$ cat src/sram_host_consts.svh
// constants for the asynchronous static memory host controller
// assumes a 50 MHz core clock; times are in ns and converted to cycles here
`ifndef SRAM_HOST_CONSTS_SVH
`define SRAM_HOST_CONSTS_SVH

`define CLK_PERIOD_NS 20
`define ADDR_WIDTH 15
`define DATA_WIDTH 16
`define MEM_WORDS 32768
// read cycle time, address to data valid
`define T_RC_NS 15
`define T_AA_NS 15
// write pulse width, data setup, strobe low to high impedance
`define T_PWE_NS 10
`define T_SD_NS 8
`define T_HZWE_NS 4
// release from read drive: output drive high to high impedance
`define T_HZOE_NS 7
// least times round up to whole cycles, never below one
`define CYC_UP(ns) ((((ns) + `CLK_PERIOD_NS - 1) / `CLK_PERIOD_NS) < 1 ? 1 : \
  (((ns) + `CLK_PERIOD_NS - 1) / `CLK_PERIOD_NS))
`define READ_CYC `CYC_UP(`T_AA_NS)
`define WRITE_CYC `CYC_UP(`T_HZWE_NS + `T_SD_NS)
`define TURN_CYC `CYC_UP(`T_HZOE_NS)

`endif

$ cat src/sram_host_pkg.sv
// types for the asynchronous static memory host controller
// assumes the constants header is compiled alongside
package sram_host_pkg;
  typedef enum logic [2:0] {
    IDLE,
    SETUP,
    READ,
    WRITE,
    HOLD,
    TURN
  } hostState_t;
endpackage : sram_host_pkg

$ cat src/sram_host.sv
// host controller driving a 32k x 16 asynchronous static memory
// assumes memory pins on the board; one request at a time on the user side
//
// Behaviour
// - write happens only while chip select and write strobe both low.
// - read needs chip select and output drive low, write strobe high.
// - first control returning high ends the write.
// - host holds write data stable around the terminating edge.
// - host never drives data while device drives read data.
// - host presents address no later than chip select falls.
// - strobe pulse at least strobe-to-high-z plus data setup.
`timescale 1ns/1ps
`default_nettype none
`include "sram_host_consts.svh"

module sram_host
  import sram_host_pkg::*;
(
  input wire logic core_clk,
  input wire logic reset_n,
  input wire logic reqValid,
  output logic reqReady,
  input wire logic reqWrite,
  input wire logic [`ADDR_WIDTH-1:0] reqAddr,
  input wire logic [`DATA_WIDTH-1:0] reqWdata,
  input wire logic [1:0] reqByteEn,
  output logic rspValid,
  output logic [`DATA_WIDTH-1:0] rspRdata,
  output logic [`ADDR_WIDTH-1:0] memAddr,
  output logic chipSel_n,
  output logic outDrive_n,
  output logic writeStrobe_n,
  output logic low_byte_lane_n,
  output logic high_byte_lane_n,
  input wire logic [`DATA_WIDTH-1:0] memData_i,
  output logic [`DATA_WIDTH-1:0] memData_o,
  output logic memData_oe
);

  // ----------------------------------------
  // input synchroniser
  // ----------------------------------------
  // data pins come from outside the clock domain
  logic [`DATA_WIDTH-1:0] dataSync1_q, dataSync2_q;

  always_ff @(posedge core_clk or negedge reset_n) begin
    if (!reset_n) begin
      dataSync1_q <= 16'h0000;
      dataSync2_q <= 16'h0000;
    end else begin
      dataSync1_q <= memData_i;
      dataSync2_q <= dataSync1_q;
    end
  end

  // ----------------------------------------
  // sequencer
  // ----------------------------------------
  // two extra cycles on reads cover the synchroniser latency
  localparam logic [3:0] READ_LEN = 4'(`READ_CYC + 2);
  localparam logic [3:0] WRITE_LEN = 4'(`WRITE_CYC);
  localparam logic [3:0] TURN_LEN = 4'(`TURN_CYC);

  hostState_t state_q, state_d;
  logic [3:0] cnt_q, cnt_d;
  logic write_q, write_d;
  logic [`ADDR_WIDTH-1:0] addr_q, addr_d;
  logic [`DATA_WIDTH-1:0] wdata_q, wdata_d;
  logic [1:0] lanes_n_q, lanes_n_d;
  logic cs_n_q, cs_n_d;
  logic oe_n_q, oe_n_d;
  logic we_n_q, we_n_d;
  logic drive_q, drive_d;
  logic rspValid_q, rspValid_d;
  logic [`DATA_WIDTH-1:0] rdata_q, rdata_d;

  always_comb begin
    state_d = state_q;
    cnt_d = cnt_q;
    write_d = write_q;
    addr_d = addr_q;
    wdata_d = wdata_q;
    lanes_n_d = lanes_n_q;
    cs_n_d = cs_n_q;
    oe_n_d = oe_n_q;
    we_n_d = we_n_q;
    drive_d = drive_q;
    rspValid_d = 1'b0;
    rdata_d = rdata_q;
    case (state_q)
      IDLE: begin
        // chip select high here puts the memory in standby
        cs_n_d = 1'b1;
        if (reqValid && reqByteEn != 2'b00) begin
          write_d = reqWrite;
          addr_d = reqAddr;
          wdata_d = reqWdata;
          // a lane left high keeps its old byte
          lanes_n_d = ~reqByteEn;
          state_d = SETUP;
        end
      end
      SETUP: begin
        // address already stable one cycle before chip select falls
        cs_n_d = 1'b0;
        if (write_q) begin
          oe_n_d = 1'b1;
          we_n_d = 1'b0;
          drive_d = 1'b1;
          cnt_d = WRITE_LEN;
          state_d = WRITE;
        end else begin
          oe_n_d = 1'b0;
          we_n_d = 1'b1;
          drive_d = 1'b0;
          cnt_d = READ_LEN;
          state_d = READ;
        end
      end
      WRITE: begin
        // one cycle low already covers release plus data setup
        cnt_d = cnt_q - 4'h1;
        if (cnt_q == 4'h1) begin
          // strobe alone ends the window; select and data stay
          we_n_d = 1'b1;
          state_d = HOLD;
        end
      end
      HOLD: begin
        // data held one cycle past the terminating edge
        drive_d = 1'b0;
        // select rises a cycle after the strobe, never together
        cs_n_d = 1'b1;
        lanes_n_d = 2'b11;
        rspValid_d = 1'b1;
        state_d = IDLE;
      end
      READ: begin
        cnt_d = cnt_q - 4'h1;
        if (cnt_q == 4'h1) begin
          // unselected lanes read as zero; released pins carry junk
          rdata_d = dataSync2_q;
          if (lanes_n_q[0]) rdata_d[7:0] = 8'h00;
          if (lanes_n_q[1]) rdata_d[15:8] = 8'h00;
          rspValid_d = 1'b1;
          oe_n_d = 1'b1;
          cs_n_d = 1'b1;
          lanes_n_d = 2'b11;
          cnt_d = TURN_LEN;
          state_d = TURN;
        end
      end
      TURN: begin
        // wait out the device's release before any write may drive
        cnt_d = cnt_q - 4'h1;
        if (cnt_q == 4'h1) state_d = IDLE;
      end
      default: state_d = IDLE;
    endcase
  end

  always_ff @(posedge core_clk or negedge reset_n) begin
    if (!reset_n) begin
      state_q <= IDLE;
      cnt_q <= 4'h0;
      write_q <= 1'b0;
      addr_q <= 15'h0000;
      wdata_q <= 16'h0000;
      lanes_n_q <= 2'h3;
      cs_n_q <= 1'b1;
      oe_n_q <= 1'b1;
      we_n_q <= 1'b1;
      drive_q <= 1'b0;
      rspValid_q <= 1'b0;
      rdata_q <= 16'h0000;
    end else begin
      state_q <= state_d;
      cnt_q <= cnt_d;
      write_q <= write_d;
      addr_q <= addr_d;
      wdata_q <= wdata_d;
      lanes_n_q <= lanes_n_d;
      cs_n_q <= cs_n_d;
      oe_n_q <= oe_n_d;
      we_n_q <= we_n_d;
      drive_q <= drive_d;
      rspValid_q <= rspValid_d;
      rdata_q <= rdata_d;
    end
  end

  // ----------------------------------------
  // user side
  // ----------------------------------------
  assign reqReady = (state_q == IDLE);
  assign rspValid = rspValid_q;
  assign rspRdata = rdata_q;

  // ----------------------------------------
  // memory pins
  // ----------------------------------------
  assign memAddr = addr_q;
  assign chipSel_n = cs_n_q;
  assign outDrive_n = oe_n_q;
  assign writeStrobe_n = we_n_q;
  assign low_byte_lane_n = lanes_n_q[0];
  assign high_byte_lane_n = lanes_n_q[1];
  assign memData_o = wdata_q;
  assign memData_oe = drive_q;

endmodule : sram_host
`default_nettype wire

$ cat config.mk
export PLATFORM = sky130hd
export DESIGN_NAME = sram_host
export DESIGN_NICKNAME = d
export VERILOG_FILES = /design/src/sram_host_pkg.sv /design/src/sram_host.sv
export VERILOG_INCLUDE_DIRS = /design/src
export SDC_FILE = /design/constraint.sdc
export NUM_CORES = 1
export LEC_CHECK = 0
export BUFFER_PORTS_ARGS = -buffer_cell sky130_fd_sc_hd__buf_4
export CORE_ASPECT_RATIO = 1.25
export CORE_MARGIN = 1.5
export CORE_UTILIZATION = 50
export CTS_CLUSTER_SIZE = 20
export DETAILED_ROUTE_END_ITERATION = 8
export PLACE_DENSITY = 0.76
export SETUP_SLACK_MARGIN = 0.2
export SYNTH_ARGS = -nofsm -noshare
export SYNTH_HDL_FRONTEND = slang
export SYNTH_SLANG_ARGS = --single-unit
$ cat constraint.sdc
create_clock -name core_clk -period 2.1 [get_ports core_clk]
set_input_delay 0.21 -clock core_clk [delete_from_list [all_inputs] [get_ports core_clk]]
set_output_delay 0.21 -clock core_clk [all_outputs]
set_load 0.005 [all_outputs]
==> flow_summary.yaml <==
run_status:
  outcome: "finished clean"
critical_path:
  reg2reg_to: "rspRdata[12]$_DFFE_PN0P_"
  worst_ep_required_time_ns: 2.33
  ff2ff_path_depth: 7
  start_kind: "flop"
  cp-startpoint: "cnt_q[1]$_DFFE_PN0P_"
  r2r-start: "cnt_q[1]$_DFFE_PN0P_"
  path_max_fanout: 33
  worstPathArrival_ns: 1.91
  end_kind: "flop"
  critPathKind: "flop to flop"
  r2r_slack_ns: 0.42
cells_and_area:
  regArea_um2: 2360
  fill_cells: 469
  nets: 441
  diodes: 0
  area_delta_synth_final_pct: 36.5
  drive_gt1_frac: 0.425
  multi_input_area_um2: 1020
floorplan:
  rows: 33
  dieArea_um2: 7480
  die_h_um: 96.3
  start_util: 0.524
  io_pins: 108
  die_w_um: 77.7
  core_area_um2: 6650
timing:
  relSlewSlack: 0.677
  rsz0062_at_grt: "false"
  drv_slew: 0
  holdWs_ns: 0.0747
  max_clock_freq_ghz: 0.597
  tightest_slew_ns: 0.485
  post-route-min-period_ns: 1.68
  hold_viol: 0
  fin_crit_sh: 0.798
  finalSetupViolations: 0
  finClkSkew_ns: 0.00957
  tns_ns: 0
power:
  p_per_area_nw_per_um2: 1350
  power_w: 0.00642
  ir_worst_vdd_v: 0.000801
  p_leak_nw: 2.22
logic_synthesis:
  ys_seq_elements: 94
  synth.avg_cell_area_um2: 13.6
  syn-num-nets: 312
  netlist_area_um2: 3480
  synth-edff-count: 0
  synthArstFlopShare: 1.00
  ys_warn_count: 0
  synth_cell_types: 35
  syn_inst: 257
  ys.flop_type: "dfrtp_1"
  yosysSeqAreaShare: 0.677
cts:
  cts_tree: "built"
  numClockSinks: 94
  cts-root-buf: "clkbuf_8"
  clockBufferDepth: 2
  htreeDepth: 3
  clock_latency_ns: 0.36
  numCtsBuffers: 9
  clk_pin_slew_ns: 0.10
routing:
  firstDrtPassIters: 4
  wirelength_um: 7080
  vias: 2418
  drtAntennaViolNets: 0
  wire_per_inst_um: 14.8
  avgViaCountPerCell: 5.06
  drc: 0
  drt-initial-drc-count: 234
hold_path:
  holdPathEnd: "memAddr[5]$_DFFE_PN0P_"
  whs_path_depth: 2
  hp-class: "primary input to flop"
  hp-start: "reqAddr[5]"
grt:
  grt_max_degree: 58
  overflow: 0
  grt.total_usage: 0.205
  grt_pass1_wl_um: 11500
  antenna_found_initial: 0
  grt_pass1_vias: 2452
placed_design:
  port-buffer-count: 107
  dp_hpwl_um: 4980
  gp_congestion: 0.831
flow_run:
  drv_cap: 0
==> cells in the final DEF, fill, tap and decap left out, types with 2 or more instances in the layout <==
cell / count
buf_4: 110
dfrtp_1: 89
mux2_2: 30
nand2_1: 23
o21ai_0: 23
nand2b_1: 20
dlygate4sd3_1: 19
a21oi_1: 11
clkbuf_8: 9
nor2_1: 6
dfstp_2: 5
inv_1: 4
o21ai_1: 3
a21o_1: 3
nor3_1: 2
mux2_1: 2
nor3b_1: 2
o22ai_1: 2
a31oi_1: 2
o2bb2ai_1: 2
ha_1: 2
inv_8: 2
buf_12: 2
==> metal layers <==
layer	share of wire	routed length, um	vias up	track usage
li1	-	-	1134	-
met1	0.38	2660	1196	0.238
met2	0.53	3760	75	0.341
met3	0.069	488	13	0.0616
met4	0.024	172	0	0.115
met5	0	0	-	0
==> power by group <==
part,total (W),leakage [nW],switching [W],internal [W]
clock,0.00112,0.0964,0.000665,0.000460
combinational,0.00236,0.982,0.000959,0.00140
sequential,0.00293,1.14,0.000471,0.00246
total,0.00642,2.22,0.00209,0.00433
==> critical path, cell delays in order, from the launching register on <==
cell and delay, ns:
dfrtp_1 0.42, inv_1 0.09, ha_1 0.16, nor3b_4 0.34, nand3_2 0.11, buf_4 0.24
nand2_1 0.11, o21ai_0 0.08
==> worst max-delay path by stage <==
stage	slack [ns]	cells past startpoint	to
floorplan	0.52	4	memAddr[0]$_DFFE_PN0P_
global placement	0.48	6	cnt_q[1]$_DFFE_PN0P_
detailed placement	0.42	7	rspRdata[13]$_DFFE_PN0P_
CTS	0.42	7	rspRdata[12]$_DFFE_PN0P_
global route	0.29	7	rspRdata[15]$_DFFE_PN0P_
finish	0.42	7	rspRdata[12]$_DFFE_PN0P_
==> cell usage after synthesis, drive strengths merged (3+ instances only) <==
cell / count / area share
a21o: 3 / 0.0065
a21oi: 11 / 0.016
buf: 11 / 0.023
dfrtp: 89 / 0.64
dfstp: 5 / 0.038
inv: 4 / 0.0043
mux2: 32 / 0.10
nand2: 23 / 0.025
nand2b: 20 / 0.036
nor2: 6 / 0.0065
nor3b: 3 / 0.0097
o21ai: 26 / 0.037
==> sequential cells by signal, indices dropped and copies added, names as in the netlist <==
name and flops:
dataSync1_q 16, dataSync2_q 16, memData_o 16, rspRdata 16, memAddr 15, cnt_q 4
state_q 3, lanes_n_q 2, chipSel_n 1, memData_oe 1, outDrive_n 1, rspValid 1
writeStrobe_n 1, write_q 1
==> stage by stage <==
stage               worst slack [ns]  std cells   util  instance area, um^2
floorplan                      0.517        257      -                 3480
global placement               0.475        443  0.658                 4370
detailed placement             0.424        443  0.658                 4370
CTS                            0.416        478  0.715                 4750
global route                   0.286        478  0.715                 4750
finish                         0.424        478  0.715                 4750
==> area by class of cell <==
type / count / share of cell area
tap: 87 / 0.0229
clock buffer: 9 / 0.0261
multi-input combinational: 146 / 0.215
timing repair buffer: 131 / 0.222
clock inverter: 7 / 0.0145
inverter: 4 / 0.00316
sequential: 94 / 0.496
==> timing repair <==
action                    CTS  global route
hold buffers               19             0
hold endpoints to repair   50             0
gates resized for setup     0             0
setup buffers               0             0
==> cells by family (layout without fill, tap and decap cells) <==
| kind of cell | after synthesis | in the layout | share of synthesized area |
|---|---|---|---|
| and+or+nand+nor | 61 | 61 | 0.0988 |
| buffers and inverters | 17 | 151 | 0.0291 |
| DFF | 94 | 94 | 0.677 |
| adders and majority gates | 2 | 2 | 0.00718 |
| muxes | 32 | 32 | 0.103 |
| AOI/OAI and AO/OA | 51 | 51 | 0.0844 |
(Power assumes the default switching activity.)
